## config.mk

```make
export PLATFORM = sky130hd
export DESIGN_NAME = bpc_config_header_regs
export DESIGN_NICKNAME = d
export VERILOG_FILES = /design/src/pkg/bpc_pkg.sv /design/src/hdl/bpc_write_once_reg.sv /design/src/hdl/bpc_intx_emulator.sv /design/src/hdl/bpc_config_header_regs.sv
export VERILOG_INCLUDE_DIRS = /design/src /design/src/pkg
export SDC_FILE = /design/constraint.sdc
export NUM_CORES = 1
export LEC_CHECK = 0
export BUFFER_PORTS_ARGS = -buffer_cell sky130_fd_sc_hd__buf_2
export CORE_AREA = 4 4 87 89
export CTS_BUF_LIST = sky130_fd_sc_hd__clkbuf_8
export DETAILED_ROUTE_END_ITERATION = 6
export DIE_AREA = 0 0 91 93
export GPL_TIMING_DRIVEN = 1
export PLACE_DENSITY_LB_ADDON = 0.05
export SYNTH_ARGS = -nofsm -noshare
export SYNTH_HDL_FRONTEND = slang
export SYNTH_SLANG_ARGS = --single-unit
```

## constraint.sdc

```tcl
create_clock -name clk -period 3.3 [get_ports clk]
set_input_delay 0.33 -clock clk [delete_from_list [all_inputs] [get_ports clk]]
set_output_delay 0.33 -clock clk [all_outputs]
set_load 0.01 [all_outputs]
```

## src/pkg/bpc_defines.svh

```systemverilog
`ifndef BPC_DEFINES_SVH
`define BPC_DEFINES_SVH

// ****************************************************************
// Byte offsets of the header registers in configuration space
// ****************************************************************
`define BPC_OFS_PREF_LIMIT_UP 8'h2C
`define BPC_OFS_IO_UPPER 8'h30
`define BPC_OFS_CAP_PTR 8'h34
`define BPC_OFS_ROM_BASE 8'h38
`define BPC_OFS_INT_LINE 8'h3C
`define BPC_OFS_INT_PIN 8'h3D
`define BPC_OFS_BRIDGE_CONTROL 8'h3E

// ****************************************************************
// Reset values, fixed read values and the bridge control write mask
// ****************************************************************
`define BPC_RST_PREF_LIMIT_UP 32'h0000_0000
`define BPC_RST_INT_PIN 8'h01
`define BPC_RST_BRIDGE_CONTROL 16'h0000
`define BPC_CAP_PTR_VAL 8'h50
`define BPC_INT_LINE_VAL 8'h00
`define BPC_BRIDGE_CONTROL_WR_MASK 16'h07FF

// ****************************************************************
// Field layouts and encodings
// ****************************************************************
`define BPC_PREF_CAP_64 4'h1
`define BPC_PIN_CODE_LSB 0
`define BPC_PIN_CODE_MSB 2
`define BPC_PIN_INTA 3'h1
`define BPC_PIN_INTD 3'h4

`endif

```

## src/pkg/bpc_pkg.sv

```systemverilog
package bpc_pkg;

   // Kind of emulated interrupt message on the south-bridge link
   typedef enum logic {BPC_MSG_ASSERT, BPC_MSG_DEASSERT} bpc_msg_kind_e;

   // Emulated legacy interrupt lane, 0 = A up to 3 = D
   typedef logic [1:0] bpc_intx_t;

   // Message sender states
   typedef enum logic {BPC_EMU_IDLE, BPC_EMU_SEND} bpc_emu_state_e;

endpackage

```

## src/hdl/bpc_write_once_reg.sv

```systemverilog
`timescale 1ns/100ps
// ****************************************************************
// Register that takes one software write and then holds
// ****************************************************************
module bpc_write_once_reg
#(
   parameter int W = 8,
   parameter logic [W-1:0] RST_VAL = '0
)
(
   input wire logic clk,
   input wire logic rst_n,
   input wire logic wr_en,
   input wire logic [W-1:0] wr_data,
   output logic [W-1:0] value,
   output logic locked
);

   logic [W-1:0] value_next;
   logic locked_next;

   // First write loads and locks, later writes are dropped
   assign value_next = (wr_en && !locked) ? wr_data : value;
   assign locked_next = locked | wr_en;

   // Value and lock flops
   always_ff @(posedge clk)
   begin
      if (!rst_n)
      begin
         value <= RST_VAL;
         locked <= 1'b0;
      end
      else
      begin
         value <= value_next;
         locked <= locked_next;
      end
   end

endmodule

```

## src/hdl/bpc_intx_emulator.sv

```systemverilog
`timescale 1ns/100ps
`include "bpc_defines.svh"
// ****************************************************************
// Legacy interrupt emulation over the south-bridge link
// ****************************************************************
module bpc_intx_emulator
(
   input wire logic clk,
   input wire logic rst_n,
   input wire logic int_level,
   input wire logic [7:0] pin_code,
   input wire logic msg_ready,
   output logic msg_valid,
   output bpc_pkg::bpc_msg_kind_e msg_kind,
   output bpc_pkg::bpc_intx_t msg_intx
);
   import bpc_pkg::*;

   bpc_emu_state_e state_reg;
   bpc_emu_state_e state_next;
   logic sent_reg;
   logic sent_next;
   logic code_ok;
   logic want;
   logic launch;
   logic done;
   logic [2:0] code;
   bpc_intx_t lane;

   // Decode the pin code, reserved codes send nothing
   assign code = pin_code[`BPC_PIN_CODE_MSB:`BPC_PIN_CODE_LSB];
   assign code_ok = (pin_code[7:3] == 5'h00) && (code >= `BPC_PIN_INTA)
      && (code <= `BPC_PIN_INTD);
   assign lane = bpc_intx_t'(code - `BPC_PIN_INTA);
   assign want = int_level & code_ok;
   assign launch = (state_reg == BPC_EMU_IDLE) && (want != sent_reg);
   assign done = (state_reg == BPC_EMU_SEND) && msg_ready;

   // Next state
   always_comb
   begin
      state_next = state_reg;
      case (state_reg)
         BPC_EMU_IDLE:
         begin
            if (launch)
               state_next = BPC_EMU_SEND;
         end
         BPC_EMU_SEND:
         begin
            if (msg_ready)
               state_next = BPC_EMU_IDLE;
         end
         default: state_next = BPC_EMU_IDLE;
      endcase
   end

   // Link state as last told to the far end
   assign sent_next = done ? (msg_kind == BPC_MSG_ASSERT) : sent_reg;

   // State flops
   always_ff @(posedge clk)
   begin
      if (!rst_n)
      begin
         state_reg <= BPC_EMU_IDLE;
         sent_reg <= 1'b0;
      end
      else
      begin
         state_reg <= state_next;
         sent_reg <= sent_next;
      end
   end

   // Message flops, deassert reuses the lane of its assert
   always_ff @(posedge clk)
   begin
      if (!rst_n)
      begin
         msg_valid <= 1'b0;
         msg_kind <= BPC_MSG_ASSERT;
         msg_intx <= '0;
      end
      else if (launch)
      begin
         msg_valid <= 1'b1;
         msg_kind <= want ? BPC_MSG_ASSERT : BPC_MSG_DEASSERT;
         msg_intx <= want ? lane : msg_intx;
      end
      else if (done)
         msg_valid <= 1'b0;
   end

endmodule

```

## src/hdl/bpc_config_header_regs.sv

```systemverilog
`timescale 1ns/100ps
`include "bpc_defines.svh"
// Operation
// Upper prefetchable limit, 32-bit read/write, reset zero, address bits 63:32.
// Upper I/O base and limit not implemented; only 16-bit I/O decoded.
// Capability pointer is read-only and returns 50h, the power-management structure.
// No expansion ROM base register; the bridge is virtual.
// Interrupt line is a read-only 8-bit register kept for compatibility.
// Pin codes 1 to 4 select A to D, others reserved, reset 01h.
// Interrupt pin takes one software write at boot, then holds.
// Selected legacy interrupt is sent as assert/deassert messages on the link.
// Bridge control register gives downstream and bridge-wide controls.
// Upper limit is read/write with 64-bit capability, else reads zero.
// Writes to read-only or missing registers ignored; missing ones read zero.
module bpc_config_header_regs
#(
   parameter logic [3:0] PREF_CAP = `BPC_PREF_CAP_64,
   parameter logic [15:0] BRIDGE_CONTROL_WR_MASK = `BPC_BRIDGE_CONTROL_WR_MASK
)
(
   input wire logic clk,
   input wire logic rst_n,
   input wire logic cfg_wr,
   input wire logic cfg_rd,
   input wire logic [5:0] cfg_addr,
   input wire logic [3:0] cfg_be,
   input wire logic [31:0] cfg_wdata,
   output logic [31:0] cfg_rdata,
   output logic cfg_ack,
   output logic [31:0] prefetch_limit_upper,
   output logic [15:0] bridge_control,
   output logic [7:0] legacy_interrupt_select,
   input wire logic int_level,
   input wire logic msg_ready,
   output logic msg_valid,
   output bpc_pkg::bpc_msg_kind_e msg_kind,
   output bpc_pkg::bpc_intx_t msg_intx
);
   import bpc_pkg::*;

   // ****************************************************************
   // Address constants
   // ****************************************************************
   localparam logic [7:0] OFS_LIMIT = `BPC_OFS_PREF_LIMIT_UP;
   localparam logic [7:0] OFS_IO = `BPC_OFS_IO_UPPER;
   localparam logic [7:0] OFS_CAP = `BPC_OFS_CAP_PTR;
   localparam logic [7:0] OFS_ROM = `BPC_OFS_ROM_BASE;
   localparam logic [7:0] OFS_LINE = `BPC_OFS_INT_LINE;
   localparam logic [7:0] OFS_PIN = `BPC_OFS_INT_PIN;
   localparam logic [7:0] OFS_BRIDGE_CONTROL = `BPC_OFS_BRIDGE_CONTROL;

   // ****************************************************************
   // Decode
   // ****************************************************************
   logic pref64;
   logic hit_limit;
   logic hit_io;
   logic hit_cap;
   logic hit_rom;
   logic hit_int;
   logic wr_limit;
   logic wr_int;
   logic wr_pin;
   logic pin_locked;
   logic [15:0] bridge_control_lane_mask;
   logic [15:0] bridge_control_wr_bits;
   logic [31:0] limit_next;
   logic [15:0] bridge_control_next;
   logic [31:0] rd_word;
   logic [31:0] cfg_rdata_next;
   logic cfg_ack_next;

   // Word hits and write strobes
   assign pref64 = (PREF_CAP == `BPC_PREF_CAP_64);
   assign hit_limit = (cfg_addr == OFS_LIMIT[7:2]);
   assign hit_io = (cfg_addr == OFS_IO[7:2]);
   assign hit_cap = (cfg_addr == OFS_CAP[7:2]);
   assign hit_rom = (cfg_addr == OFS_ROM[7:2]);
   assign hit_int = (cfg_addr == OFS_LINE[7:2]);
   assign wr_limit = cfg_wr && hit_limit && pref64;
   assign wr_int = cfg_wr && hit_int;
   assign wr_pin = wr_int && cfg_be[OFS_PIN[1:0]];

   // ****************************************************************
   // Upper prefetchable limit, byte-wise writes
   // ****************************************************************
   genvar gi;
   generate
      for (gi = 0; gi < 4; gi++)
      begin : g_limit_lane
         // One byte lane of the upper limit
         assign limit_next[gi*8 +: 8] = (wr_limit && cfg_be[gi]) ?
            cfg_wdata[gi*8 +: 8] : prefetch_limit_upper[gi*8 +: 8];
      end
   endgenerate

   // Limit flop
   always_ff @(posedge clk)
   begin
      if (!rst_n)
         prefetch_limit_upper <= `BPC_RST_PREF_LIMIT_UP;
      else
         prefetch_limit_upper <= limit_next;
   end

   // ****************************************************************
   // Bridge control, writable bits only
   // ****************************************************************
   assign bridge_control_lane_mask = {{8{cfg_be[OFS_BRIDGE_CONTROL[1:0] + 2'd1]}}, {8{cfg_be[OFS_BRIDGE_CONTROL[1:0]]}}};
   assign bridge_control_wr_bits = wr_int ? (bridge_control_lane_mask & BRIDGE_CONTROL_WR_MASK) : 16'h0000;
   assign bridge_control_next = (bridge_control & ~bridge_control_wr_bits)
      | (cfg_wdata[31:16] & bridge_control_wr_bits);

   // Bridge control flop
   always_ff @(posedge clk)
   begin
      if (!rst_n)
         bridge_control <= `BPC_RST_BRIDGE_CONTROL;
      else
         bridge_control <= bridge_control_next;
   end

   // ****************************************************************
   // Interrupt pin, one write then held
   // ****************************************************************
   bpc_write_once_reg #(
      .W(8),
      .RST_VAL(`BPC_RST_INT_PIN)
   ) u_pin (
      .clk(clk),
      .rst_n(rst_n),
      .wr_en(wr_pin),
      .wr_data(cfg_wdata[15:8]),
      .value(legacy_interrupt_select),
      .locked(pin_locked)
   );

   // ****************************************************************
   // Legacy interrupt messages on the south-bridge link
   // ****************************************************************
   bpc_intx_emulator u_emu (
      .clk(clk),
      .rst_n(rst_n),
      .int_level(int_level),
      .pin_code(legacy_interrupt_select),
      .msg_ready(msg_ready),
      .msg_valid(msg_valid),
      .msg_kind(msg_kind),
      .msg_intx(msg_intx)
   );

   // ****************************************************************
   // Read path
   // ****************************************************************
   // Read mux, missing and unknown words give zero
   assign rd_word =
      hit_limit ? (pref64 ? prefetch_limit_upper : 32'h0000_0000) :
      hit_cap ? {24'h00_0000, `BPC_CAP_PTR_VAL} :
      hit_int ? {bridge_control, legacy_interrupt_select, `BPC_INT_LINE_VAL} :
      32'h0000_0000;
   assign cfg_rdata_next = cfg_rd ? rd_word : cfg_rdata;
   assign cfg_ack_next = cfg_rd | cfg_wr;

   // Answer flops
   always_ff @(posedge clk)
   begin
      if (!rst_n)
      begin
         cfg_rdata <= 32'h0000_0000;
         cfg_ack <= 1'b0;
      end
      else
      begin
         cfg_rdata <= cfg_rdata_next;
         cfg_ack <= cfg_ack_next;
      end
   end

   // ****************************************************************
   // Link state as seen by the far end, for the checks below
   // ****************************************************************
   logic link_on_reg;
   logic link_on_next;

   // Follows every accepted message
   assign link_on_next = (msg_valid && msg_ready) ?
      (msg_kind == BPC_MSG_ASSERT) : link_on_reg;

   // Link state flop
   always_ff @(posedge clk)
   begin
      if (!rst_n)
         link_on_reg <= 1'b0;
      else
         link_on_reg <= link_on_next;
   end
endmodule

```

* Word level (Yosys, flattened, before mapping)
Cells that the tools add are included.
** Operators by class
- Add/sub/neg operators :: 1
- $lt $le $gt $ge :: 2
- Eq/ne operators :: 4
- Muxes and demuxes :: 10
- Bitwise operators :: 9
- Reductions and logical operators :: 16
** Operator list (number)
- 32-bit 2-to-1 mux :: 3
- 6-bit by 4-bit == test with 1-bit output (second input constant) :: 3
- 16-bit by 11-bit bitwise AND with 16-bit output :: 1
- 16-bit bitwise AND :: 1
- 11-bit inverter with 16-bit output :: 1
- 16-bit OR :: 1
- 1-bit logical AND :: 12
- 11-bit 2-to-1 mux :: 1
- 5-bit zero test :: 1
- 1-bit 2-to-1 mux :: 5
- 3-bit by 1-bit greater-or-equal comparator with 1-bit output (second input constant) :: 1
- 3-bit <= comparator (second input constant) :: 1
- 1-bit inverter :: 2
- 1-bit OR :: 2
- 1-bit case mux with 2 select lines :: 1
- 2-bit AND reduction :: 1
- 2-bit nonzero test :: 1
- 2-bit by 1-bit subtractor with 2-bit output (second input constant) :: 1
- 1-bit bitwise AND :: 1
- 1-bit zero test :: 1
- 1-bit inequality test :: 1
** Word-level totals
- Flip-flop bits (word level) :: 96
- Output and inout port bits :: 93

* Depth between registers and ports, before layout
Gate-level depths: netlist (run 1).
- Word-level depth :: 8
- Gate-level depth with buffers :: 6
- Depth with buffers taken out :: 6

* Cells and area by module
From an unflattened synthesis (run 1), not the netlist that was laid out.
** Second synthesis, totals
- Cells, all modules :: 422
- Area total of the unflattened synthesis :: 4048.9 sq um
** Modules (own cells, without submodules)
- bpc_config_header_regs :: instances 1, cells an instance 344, area each 3299.4 sq um, seq. area each 1521.5 sq um
- bpc_write_once_reg :: instances 1, cells an instance 38, area each 377.9 sq um, seq. area each 180.2 sq um
- bpc_intx_emulator :: instances 1, cells an instance 40, area each 371.6 sq um, seq. area each 120.1 sq um

* Worst setup path before layout (run 1)
Ideal clock, no wire load.
- Path kind :: in2reg
- Start :: input cfg_addr[4]
- End :: register u_pin.value[1]
- Arrival :: 1.479 ns
- Required time :: 3.172 ns
- Setup slack :: 1.693 ns
- Stages on the path :: 5
- Cell sequence :: nand4bb_1 -> buf_2 -> nor4_4 -> mux2i_1 -> nor2_1
** Between the ends
- Word-level cells in the longest chain between the ends :: 4
** RTL lines
- from (decl) :: line bpc_config_header_regs.sv:25 : input wire logic [5:0] cfg_addr,
- 6-bit by 4-bit == test with 1-bit output :: line bpc_config_header_regs.sv:79 : assign hit_int = (cfg_addr == OFS_LINE[7:2]);
- 1-bit logical AND :: line bpc_config_header_regs.sv:81 : assign wr_int = cfg_wr && hit_int;
- 1-bit logical AND :: line bpc_config_header_regs.sv:82 : assign wr_pin = wr_int && cfg_be[OFS_PIN[1:0]];
- 1-bit logical AND :: line bpc_write_once_reg.sv:23 : assign value_next = (wr_en && !locked) ? wr_data : value;
- to (signal assigned) :: line bpc_write_once_reg.sv:36 : value <= value_next;
- to (decl) :: line bpc_write_once_reg.sv:15 : output logic [W-1:0] value,
No other way between the ends.
A chain may end at the register's enable or synchronous reset.

==> results.md, run 1 <==
- The flow ran to the end, and the final reports show no timing, DRC or antenna violations.
- The dominant delay contributor by cell family on the critical path is simple AND/OR/NAND/NOR gates.
- The dominant synthesized flop cell is dfxtp_1.
- In this design, the stage delay of the slowest critical-path cell is 0.81 ns.
- Timing would allow up to 566 MHz.
- The net count of the finished layout is 562.
- Summing every instance area after synthesis gives 3570 um2.
- The clock drives 91 sinks.
- The cell sitting at the root of the clock tree is a clkbuf_8.
- In this run the power density over the cells is 457 nW/um2.
- The CTS tree is built.
- After detailed routing, the average wire length per cell comes to 15.4 um.
- The number of antenna repair diodes is 0.
- The count of state elements after synthesis is 91.
- The ratio of cells with drive above 1 in the final layout is 32.1%.
- The final estimated routing congestion in global placement is 0.827.
- The floorplan step defined a core boundary enclosing 6760 um2.
- The via count of the first global-routing pass is 3016.
- The level count of the clock H-tree is 3.
- Across the routed clock network, the largest skew measured is 0.00913 ns.
- The worst setup path is launched from an input port.
- The placed cell count is 581.
- During synthesis, Yosys emitted a total of 0 warnings.
- The total grt overflow is 0.
- The buffers inserted during post-CTS setup optimization is 0.
- The starting DRC count in detailed routing is 143.
- In this run, post-CTS hold repair placed 0 buffers.
- For this run, design rule violations remaining after detail routing come to 0.
- The worst path buffer plus inverter count is 1.
- The number of routed nets with antenna violations is 0.
- The proportion of register bits with asynchronous set or reset after synthesis is 0%.
- The finished layout holds 597 standard cells, fillers aside.
- The count of final max-slew check failures is 0.
- The largest net degree at the start of global routing is 66.
- The count of instances resized after the clock tree is built is 0.
- The source-to-sink clock delay at the later pin of the worst-skew pair is 0.35 ns.
- The number of clock buffers inserted by TritonCTS is 9.
- Dividing the synthesized area by the synthesized cell count gives 9.25 um2.
- The largest individual stage delay along the critical path comes from the cell nor3_2.
- Walking the worst path, the cells encountered are buf_2, nand4bb_1, nor3_2, o21ai_0.
- The detailed-routing iteration count for the pre-antenna-repair pass is 5.
- The area occupied by registers is 1820 um2.
- The buffer levels on the longest clock path is 2.
- The share of the clock period used by the worst path is 53.5%.
- The type of the most critical hold path is input port to register.
- The fraction of synthesized cell area in xor and xnor cells is 0%.
- The first global-routing pass estimated 14800 um of wire.
- The global routing usage summed across all routing layers is 21.5%.
- The synthesized design devotes to its leading area cell type 51.0% of total area.
- The count of input and output buffers is 135.
- The HPWL after detailed placement is 6370 um.
- The critical path is of the input port to register type.
- The initial antenna violation count is 0.
- For the final routed database, the setup TNS stands at 0 ns.
- The dominant combinational cell family by area after synthesis is simple AND/OR/NAND/NOR gates.
- The biggest fanout along the worst timing path is 16.
- After synthesis, the cell types taking the most area are dfxtp_1 (51%), mux2i_1 (11%), nor2_1 (4.6%), o21ai_0 (4.6%), a21oi_1 (4.5%).
- The synthesized design contains 0 enable-type register cells.
- The number of placed I/O pins is 141.
- Setup repair after global routing left no endpoint under its margin.
- For this design the static power due to leakage is 1.91 nW.
- The placement row count is 30.
- The starting density of the core is 52.8%.
- Relative to the synthesized area, the layout overhead comes to 26.5%.
- The multi-input combinational cells in the finished layout cover a total of 1630 um2.
- The cell count after synthesis came out at 386.
- The sequential fraction of the synthesis area is 51.0%.
- The multiplexer share of the synthesized area is 11.5%.
- Of the total synthesized cell area, the portion taken by full adders, half adders and majority gates is 0.701%.
- The endpoint required time on the critical path is 3.49 ns.
- The die covers 8460 um2.
- The element type at the critical path end is a register.
- After detailed routing, the total wire length is 9220 um.
- The arrival time of the worst setup path is 1.95 ns.
- The routed via count divided by cell count is 5.39.
- The number of hold violations in the final report is 0.
- The transition at the pin with the smallest max-transition slack is 1.02 ns.
- The peak ir drop on the vdd network is 0.266 mV.
- The worst path needs 1.77 ns of the cycle, external delays included.
- The layout has 594 filler cells.
- The horizontal die dimension is 91 um.
- The synthesized netlist devotes 15.2% of its cell area to compound gates.
- Clock-pin slew was measured on the worst setup and hold paths at 0.09 ns.
- Across the run, the number of max-cap violations was 0.
- Of the total synthesized cell area, the portion taken by AND, OR, NAND and NOR gates is 16.8%.
- The biggest area consumer among synthesized cells is dfxtp_1.
- The chip height is 93 um.
- The routed via count is 3216.
- The worst slew slack as a fraction of its limit is 32.2%.
- The total setup violations reported at the end of the flow is 0.
- In this run, distinct cell masters in the synthesized netlist total 34.
==> power by group <==
part	internal (mW)	total, mW	switching [mW]
registers	1.12	1.13	0.0120
logic	0.0556	0.143	0.0872
clock network	0.419	0.792	0.374
==> worst min-delay path: stages <==
cell	delay, ns
buf_2	0.08
mux2i_1	0.05
nor2_1	0.07
==> final cells by class <==
type                            count  share of cell area, %
Sequential cell                    91                   40.4
Multi-Input combinational cell    263                   36.1
Timing Repair Buffer              144                   16.5
Clock buffer                        9                   2.74
Tap cell                           80                   2.22
Clock inverter                      7                   1.91
Inverter                            3                  0.249
==> synth_stat cells (all sizes together), types with 2 or more instances <==
master	number
a31oi	2
nor2	44
nand4bb	2
inv	3
nand3	23
nor4	3
o211ai	2
mux2i	41
buf	14
a22oi	19
a21oi	32
o21ai	33
nand2	23
dfxtp	91
nor4b	4
ha	2
o21a	2
nor3	4
clkbuf	19
nand2b	13
==> worst paths after layout <==
kind	from	endpoint	slack, ns	depth (start not counted)
min	cfg_wdata[5]	prefetch_limit_upper[5]$_SDFFE_PN0P_	0.21	3
max reg2reg	u_pin.value[1]$_SDFFE_PN0P_	u_emu.state_reg$_SDFF_PN0_	1.58	5
min reg2reg	cfg_rdata[1]$_SDFFE_PN0P_	cfg_rdata[1]$_SDFFE_PN0P_	0.47	2
max	cfg_addr[2]	register	1.53	4
==> layout by cell type (no fill, tap or decap), types with 2 or more instances in the layout <==
cell type	instances
inv_1	5
mux2i_1	41
buf_4	9
o211ai_1	2
nor3_1	3
nand4bb_1	2
bufinv_16	2
o21ai_0	33
a21oi_1	32
a22oi_1	19
nand3_1	23
nor4_1	2
nand2_1	23
nor2_1	44
conb_1	5
buf_2	135
clkinvlp_4	2
a31oi_1	2
nor4b_2	4
clkbuf_8	9
ha_1	2
dfxtp_1	91
o21a_1	2
nand2b_1	13
==> stage by stage <==
stage               total power, mW  hold WS [ns]  worst slack [ns]  cell area (um2)  utilization (%)
finish                         2.06         0.214              1.53             4510             66.8
global route                   2.14         0.203              1.32             4510             66.8
CTS                            2.08         0.203              1.56             4510             66.8
detailed placement             1.30         0.450              1.18             4300             63.7
floorplan                      1.23         0.446              1.69             3580                -
global placement               1.29         0.450              1.29             4300             63.7
==> routing by layer <==
layer  vias to the layer above  wire, um  GRT usage, %
met5                         -         0             0
met4                         0        73          8.17
met3                         9       527          3.86
met2                       117      4330          33.9
met1                      1490      4290          29.5
li1                       1600         -             -
==> logic make-up after synthesis <==
kind of cell	after synthesis
adders and majority gates	2
and+or+nand+nor	121
buffers and inverters	36
DFF	91
other	1
muxes	41
AOI/OAI and AO/OA	94
Power figures use the tool's default switching activity.
==> run 2, diff against run 1 <==
- CORE_AREA: 4 4 87 89 -> 4 4 95 97
- DIE_AREA: 0 0 91 93 -> 0 0 99 101
- clock period: 3.3 -> 1.6 ns (I/O delays scaled with it)
==> run 2 against run 1 <==
Net effect:
- hold slack lost 0.17 ns
- setup slack worse by 1.4 ns
- routed wire length grew 2.9%
- sequential cell count stayed put
- largest power group unchanged
- clock power rose by 110%
==> results.md, run 2 (synthesized netlist as in run 1, its figures left out) <==
- The type of the most critical hold path is input port to register (unchanged).
- The net count of the finished layout is 575 (was 562).
- The CTS tree is built (unchanged).
- The total power draw came to 4.33 mW (was 2.06 mW).
- The horizontal die dimension is 99 um (was 91 um).
- The detailed-routing iteration count for the pre-antenna-repair pass was 5 (unchanged).
- The routed via count divided by cell count is 5.09 (was 5.39).
- The worst slew slack as a fraction of its limit is 66.4% (was 32.2%).
- The endpoint required time on the critical path is 1.84 ns (was 3.49 ns).
- The sequential group share of total power came to 53.8% (was 54.7%).
- The transition at the pin with the smallest max-transition slack is 0.505 ns (was 1.02 ns).
- The arrival time of the worst setup path was 1.75 ns (was 1.95 ns).
- The most common cell after layout, fill and taps aside is buf_2 (unchanged).
- The via count of the first global-routing pass is 3072 (was 3016).
- Highest-count cells in the layout ignoring fill and taps: buf_2 (135), dfxtp_1 (90), nor2_1 (44), mux2i_1 (41), o21ai_0 (33) (was buf_2 (135), dfxtp_1 (91), nor2_1 (44), mux2i_1 (41), o21ai_0 (33)).
- The placed cell count was 619 (was 581).
- The relative contribution of combinational cells to total power is 7.3% (was 6.9%).
- The area of the core region is 8130 um2 (was 6760 um2).
- The source-to-sink clock delay at the later pin of the worst-skew pair is 0.34 ns (was 0.35 ns).
- The setup slack on the worst flop-to-flop path is 0.09 ns (was 1.58 ns).
- RSZ-0062 raised after global routing: true (was false).
- The placement row count was 33 (was 30).
- The total grt overflow is 0 (unchanged).
- The start point of the worst hold path is cfg_wdata[29] (was cfg_wdata[5]).
- The area growth from synthesis to layout is 32.2% (was 26.5%).
- Run status: completed (unchanged).
- The remaining design rule violation count is 0 (unchanged).
- The number of filler instances in the final layout was 768 (was 594).
- The peak ir drop on the vdd network is 0.489 mV (was 0.266 mV).
- The HPWL after detailed placement was 6700 um (was 6370 um).
- For the finished layout, the period the worst path requires is 1.51 ns.
- The global routing usage summed across all routing layers was 18.9% (was 21.5%).
- The count of final max-slew check failures is 0 (unchanged).
- The first-pass GRT wire length is 15300 um (was 14800 um).
- The length of routed met2 wiring came to 4270 um (was 4330 um).
- The total net switching power is 984 uW (was 473 uW).
- The routed length on met1 is 4430 um (was 4290 um).
- The number of hold buffers added after cts is 0 (unchanged).
- The total setup violations reported at the end of the flow came to 0 (unchanged).
- The power density of the placed cells is 917 nW/um2 (was 457 nW/um2).
- The max-capacitance violation count is 0 (unchanged).
- The number of hold violations in the final report came to 0 (unchanged).
- The number of placed I/O pins is 141 (unchanged).
- The startpoint of the lowest-slack register-to-register path is u_pin.value[5]$_SDFFE_PN0P_ (was u_pin.value[1]$_SDFFE_PN0P_).
- The share of the core filled with cells in the final layout was 58.0% (was 66.8%).
- The overall die area came to 10000 um2 (was 8460 um2).
- The final instance count without filler cells is 634 (was 597).
- The achievable frequency is 661 MHz.
- The routed via count was 3227 (was 3216).
- The clock sink count is 91 (unchanged).
- The static leakage was 1.99 nW (was 1.91 nW).
- The buffer levels on the longest clock path was 2 (unchanged).
- The highest routed metal layer is met5 (was met4).
- The starting DRC count in detailed routing came to 148 (was 143).
- The starting density of the core came to 43.9% (was 52.8%).
- The share of the clock period used by the worst path is 94.5%.
- The ratio of cells with drive above 1 in the final layout was 34.8% (was 32.1%).
- The hold-critical path depth was 3 (unchanged).
- The largest net degree at the start of global routing is 66 (unchanged).
- The initial antenna violation count was 1 (was 0).
- The number of antenna repair diodes is 0 (unchanged).
- The capture instance of the worst register-to-register path is u_emu.state_reg$_SDFF_PN0_ (unchanged).
- The detail-routed net length per standard cell is 15.0 um (was 15.4 um).
- The type of the worst setup path is register to register (was input port to register).
- The number of clock buffers inserted by TritonCTS is 9 (unchanged).
- The clock-pin slew of the registers on the worst-case setup and hold paths came to 0.09 ns (about the same).
- The final estimated routing congestion in global placement is 0.762 (was 0.827).
- The final setup skew is 0.00910 ns (was 0.00913 ns).
- The routed length on met3 came to 717 um (was 527 um).
- The element type at the critical path start was a register (was input port).
- The total detailed-routing wirelength is 9490 um (was 9220 um).
- The root buffer cell is clkbuf_8 (unchanged).
- The hold-critical path endpoint is prefetch_limit_upper[29]$_SDFFE_PN0P_ (was prefetch_limit_upper[5]$_SDFFE_PN0P_).
- The tightest hold margin is 0.0453 ns (was 0.214 ns).
- The number of routed nets with antenna violations came to 0 (unchanged).
- The element type at the critical path end is a register (unchanged).
- The fraction of power consumed by the clock network is 39.0% (was 38.4%).
- The number of cells on the worst reg-to-reg path came to 4 (was 5).
- The chip height is 101 um (was 93 um).
- The biggest fanout along the worst timing path is 4 (was 16).
- The count of input and output buffers is 135 (unchanged).
- The level count of the clock H-tree is 3 (unchanged).
- The internal power contribution is 3.34 mW (was 1.59 mW).
- The net switching share of the total power was 22.7% (was 22.9%).
## run 2: final cells by class
| cell class | count | area, um2 | share of cell area [%] |
|---|---|---|---|
| Sequential cell | 91 | 1820 | 38.6 |
| Multi-Input combinational cell | 263 | 1650 | 35.1 |
| Timing Repair Buffer | 157 | 882 | 18.7 |
| Clock buffer | 10 | 138 | 2.92 |
| Tap cell | 105 | 131 | 2.78 |
| Clock inverter | 5 | 78.8 | 1.67 |
| Inverter | 3 | 11.3 | 0.239 |
## run 2: power groups by stage
stage                     sequential [mW]  combinational, mW  clock, mW
after CTS                            2.33              0.315       1.72
after global routing                 2.33              0.348       1.80
after detailed placement             2.38              0.314          0
after floorplan                      2.39              0.145          0
final                                2.33              0.314       1.69
after global placement               2.38              0.310          0
## run 2: per-stage QoR
step / setup TNS (ns) / setup slack (ns) / cell area [um2]
floorplan: 0 / 0.0251 / 3580
global placement: -0.0201 / -0.0138 / 4470
detailed placement: -0.121 / -0.0614 / 4470
CTS: 0 / 0.0160 / 4700
global route: -0.0123 / -0.0123 / 4720
finish: 0 / 0.0872 / 4720
## run 2: critical path: stages, from the launching register on
cell,delay (ns)
dfxtp_2,0.36
nor4_4,0.29
nand3b_1,0.22
o21a_1,0.23
o311a_1,0.31
## run 2: worst max path at each step
| stage | end | from |
|---|---|---|
| CTS | u_emu.msg_intx[1]$_SDFFE_PN0P_ | u_pin.value[7]$_SDFFE_PN0P_ |
| detailed placement | u_emu.msg_intx[0]$_SDFFE_PN0P_ | u_pin.value[7]$_SDFFE_PN0P_ |
| global route | u_emu.msg_valid$_SDFFE_PN0P_ | u_pin.value[1]$_SDFFE_PN0P_ |
| finish | u_emu.state_reg$_SDFF_PN0_ | u_pin.value[5]$_SDFFE_PN0P_ |
| global placement | u_emu.msg_intx[1]$_SDFFE_PN0P_ | u_pin.value[7]$_SDFFE_PN0P_ |
| floorplan | u_emu.state_reg$_SDFF_PN0_ | u_pin.value[1]$_SDFFE_PN0P_ |
## run 2: routing by layer
metal	up-vias	track usage, %
li1	1628	-
met1	1477	26.0
met2	111	29.9
met3	9	4.50
met4	2	5.04
met5	-	0
## run 2: repair_timing
action                                  4_1_cts  5_1_grt
gates cloned                                  0        0
endpoints found under the setup margin        4        4
pin swaps                                     0        3
resized for setup                             3        3
buffers inserted                              0        0
==> run 3, diff against run 2 <==
- PLACE_DENSITY: default -> 0.76
- PLACE_DENSITY_LB_ADDON: 0.05 -> default
==> run 3 against run 2 <==
Net effect:
- clock skew rose by 0.0068 ns
- register-to-register slack improved by 0.04 ns
- hold slack got worse by 0.013 ns
- maximum frequency increased by 2.9%
- sequential power hardly changed
- critical path type unchanged
- highest routed layer is now met4
==> results.md, run 3 (synthesized netlist as in run 1, its figures left out) <==
- The chip height was 101 um (unchanged).
- The number of placed I/O pins is 141 (unchanged).
- The max-capacitance violation count came to 0 (unchanged).
- The internal power contribution is 3.17 mW (was 3.34 mW).
- The type of the most critical hold path is input port to register (unchanged).
- The post-layout minimum cycle time came to 1.47 ns (was 1.51 ns).
- The static leakage came to 2.00 nW (was 1.99 nW).
- The count of final max-slew check failures was 0 (unchanged).
- The biggest fanout along the worst timing path is 4 (unchanged).
- The setup slack on the worst flop-to-flop path is 0.13 ns (was 0.09 ns).
- The starting density of the core is 43.9% (unchanged).
- The post-placement setup slack is -0.0415 ns (was -0.0614 ns).
- The buffers inserted during post-CTS setup optimization is 0 (unchanged).
- The net count of the finished layout was 578 (was 575).
- The number of antenna repair diodes is 0 (unchanged).
- The number of cells on the worst reg-to-reg path is 5 (was 4).
- The post-route cell area is 4710 um2 (was 4720 um2).
- The area growth from synthesis to layout came to 31.8% (was 32.2%).
- The placement row count was 33 (unchanged).
- The first-pass GRT wire length is 15300 um (about the same).
- The endpoint required time on the critical path came to 1.89 ns (was 1.84 ns).
- The tightest hold margin was 0.0322 ns (was 0.0453 ns).
- The total grt overflow is 0 (unchanged).
- The number of routed nets with antenna violations is 0 (unchanged).
- The fraction of power consumed by the clock network is 37.3% (was 39.0%).
- The most common cell after layout, fill and taps aside was buf_2 (unchanged).
- The via count of the first global-routing pass is 3095 (was 3072).
- The total power draw is 4.22 mW (was 4.33 mW).
- The capture instance of the worst register-to-register path is u_emu.msg_intx[0]$_SDFFE_PN0P_ (was u_emu.state_reg$_SDFF_PN0_).
- The element type at the critical path end is a register (unchanged).
- The element type at the critical path start is a register (unchanged).
- The root buffer cell is clkbuf_8 (unchanged).
- The detail-routed net length per standard cell is 15.3 um (was 15.0 um).
- The final setup skew was 0.0159 ns (was 0.00910 ns).
- The CTS tree is built (unchanged).
- The source-to-sink clock delay at the later pin of the worst-skew pair was 0.36 ns (was 0.34 ns).
- The start point of the worst hold path is cfg_wdata[29] (unchanged).
- The area of the core region is 8130 um2 (unchanged).
- The hold-critical path endpoint was prefetch_limit_upper[29]$_SDFFE_PN0P_ (unchanged).
- The type of the worst setup path is register to register (unchanged).
- The starting DRC count in detailed routing came to 95 (was 148).
- The level count of the clock H-tree is 3 (unchanged).
- The ratio of cells with drive above 1 in the final layout is 35.3% (was 34.8%).
- The overall die area is 10000 um2 (unchanged).
- The number of clock buffers inserted by TritonCTS is 9 (unchanged).
- The number of hold violations in the final report is 0 (unchanged).
- Run status: completed (unchanged).
- The startpoint of the lowest-slack register-to-register path is u_pin.value[7]$_SDFFE_PN0P_ (was u_pin.value[5]$_SDFFE_PN0P_).
- The sequential group share of total power came to 55.2% (was 53.8%).
- The final estimated routing congestion in global placement is 0.835 (was 0.762).
- The peak ir drop on the vdd network is 0.569 mV (was 0.489 mV).
- The routed via count is 3336 (was 3227).
- The power density of the placed cells came to 896 nW/um2 (was 917 nW/um2).
- The buffer levels on the longest clock path came to 2 (unchanged).
- The global routing usage summed across all routing layers is 19.1% (was 18.9%).
- The clock-pin slew of the registers on the worst-case setup and hold paths came to 0.10 ns (was 0.09 ns).
- RSZ-0062 raised after global routing: false (was true).
- The hold-critical path depth is 3 (unchanged).
- The count of input and output buffers was 135 (unchanged).
- The largest net degree at the start of global routing was 37 (was 66).
- The post-detailed-placement cell area is 4500 um2 (was 4470 um2).
- The relative contribution of combinational cells to total power is 7.6% (was 7.3%).
- The net switching share of the total power was 24.7% (was 22.7%).
- The total net switching power is 1.04 mW (was 984 uW).
- The arrival time of the worst setup path is 1.76 ns (was 1.75 ns).
- The HPWL after detailed placement is 7180 um (was 6700 um).
- The achievable frequency is 681 MHz (was 661 MHz).
- The total setup violations reported at the end of the flow came to 0 (unchanged).
- The routed via count divided by cell count was 5.23 (was 5.09).
- The initial antenna violation count is 0 (was 1).
- The detailed-routing iteration count for the pre-antenna-repair pass was 4 (was 5).
- The share of the clock period used by the worst path came to 91.8% (was 94.5%).
- The total detailed-routing wirelength came to 9780 um (was 9490 um).
- The remaining design rule violation count is 0 (unchanged).
- The horizontal die dimension is 99 um (unchanged).
- The clock sink count came to 91 (unchanged).
- Highest-count cells in the layout ignoring fill and taps: buf_2 (135), dfxtp_1 (91), nor2_1 (43), mux2i_1 (41), o21ai_0 (33) (was buf_2 (135), dfxtp_1 (90), nor2_1 (44), mux2i_1 (41), o21ai_0 (33)).
- The final worst setup slack is 0.131 ns (was 0.0872 ns).
[run 3: cell type report]
type / instances / area, um2
fillers: 737 / 3430
flip-flops and latches: 91 / 1820
multi-input cells: 263 / 1640
repair buffers: 160 / 901
well taps: 105 / 131
clock buffers: 9 / 124
clock inverters: 7 / 75.1
inverters: 3 / 11.3
[run 3: how the worst max path moves through the flow]
stage                                start                        endpoint  slack [ns]
2_1_floorplan  u_pin.value[1]$_SDFFE_PN0P_      u_emu.state_reg$_SDFF_PN0_        0.03
3_3_place_gp   u_pin.value[1]$_SDFFE_PN0P_      u_emu.state_reg$_SDFF_PN0_        0.09
3_5_place_dp   u_pin.value[1]$_SDFFE_PN0P_      u_emu.state_reg$_SDFF_PN0_       -0.04
4_1_cts        u_pin.value[7]$_SDFFE_PN0P_  u_emu.msg_intx[1]$_SDFFE_PN0P_        0.09
5_1_grt        u_pin.value[7]$_SDFFE_PN0P_  u_emu.msg_intx[1]$_SDFFE_PN0P_       0.003
6_report       u_pin.value[7]$_SDFFE_PN0P_  u_emu.msg_intx[0]$_SDFFE_PN0P_        0.13
[run 3: metrics by stage]
stage	util (%)	setup TNS [ns]	instances
final	57.9	0	638
after global routing	57.9	0	638
after CTS	57.8	0	638
after detailed placement	55.3	-0.0628	622
after global placement	55.3	0	622
after floorplan	-	0	390
[run 3: worst max-delay path, stage by stage (launching register included)]
cell	delay, ns
dfxtp_1	0.35
nor4_2	0.28
nand3b_1	0.18
nor4_1	0.26
buf_4	0.17
mux2i_1	0.17
[run 3: timing repair]
item / in CTS / in global routing
pin swaps: 0 / 1
endpoints found under the setup margin: 3 / 1
gates resized for setup: 1 / 1
hold buffers: 0 / 0
[run 3: metal layers]
layer | track usage [%] | vias to the layer above | part of all wire (%)
met3 | 5.05 | 16 | 7.9
met5 | 0 | - | 0
met1 | 24.2 | 1552 | 43
met4 | 7.25 | 0 | 1.8
met2 | 31.1 | 133 | 47
li1 | - | 1635 | -
[run 3: power groups by stage]
| stage | Clock (mW) | Sequential (mW) | Combinational [mW] |
|---|---|---|---|
| 6_report | 1.57 | 2.33 | 0.320 |
| 5_1_grt | 1.72 | 2.33 | 0.350 |
| 4_1_cts | 1.62 | 2.33 | 0.322 |
| 3_5_place_dp | 0 | 2.38 | 0.320 |
| 3_3_place_gp | 0 | 2.38 | 0.312 |
| 2_1_floorplan | 0 | 2.39 | 0.145 |
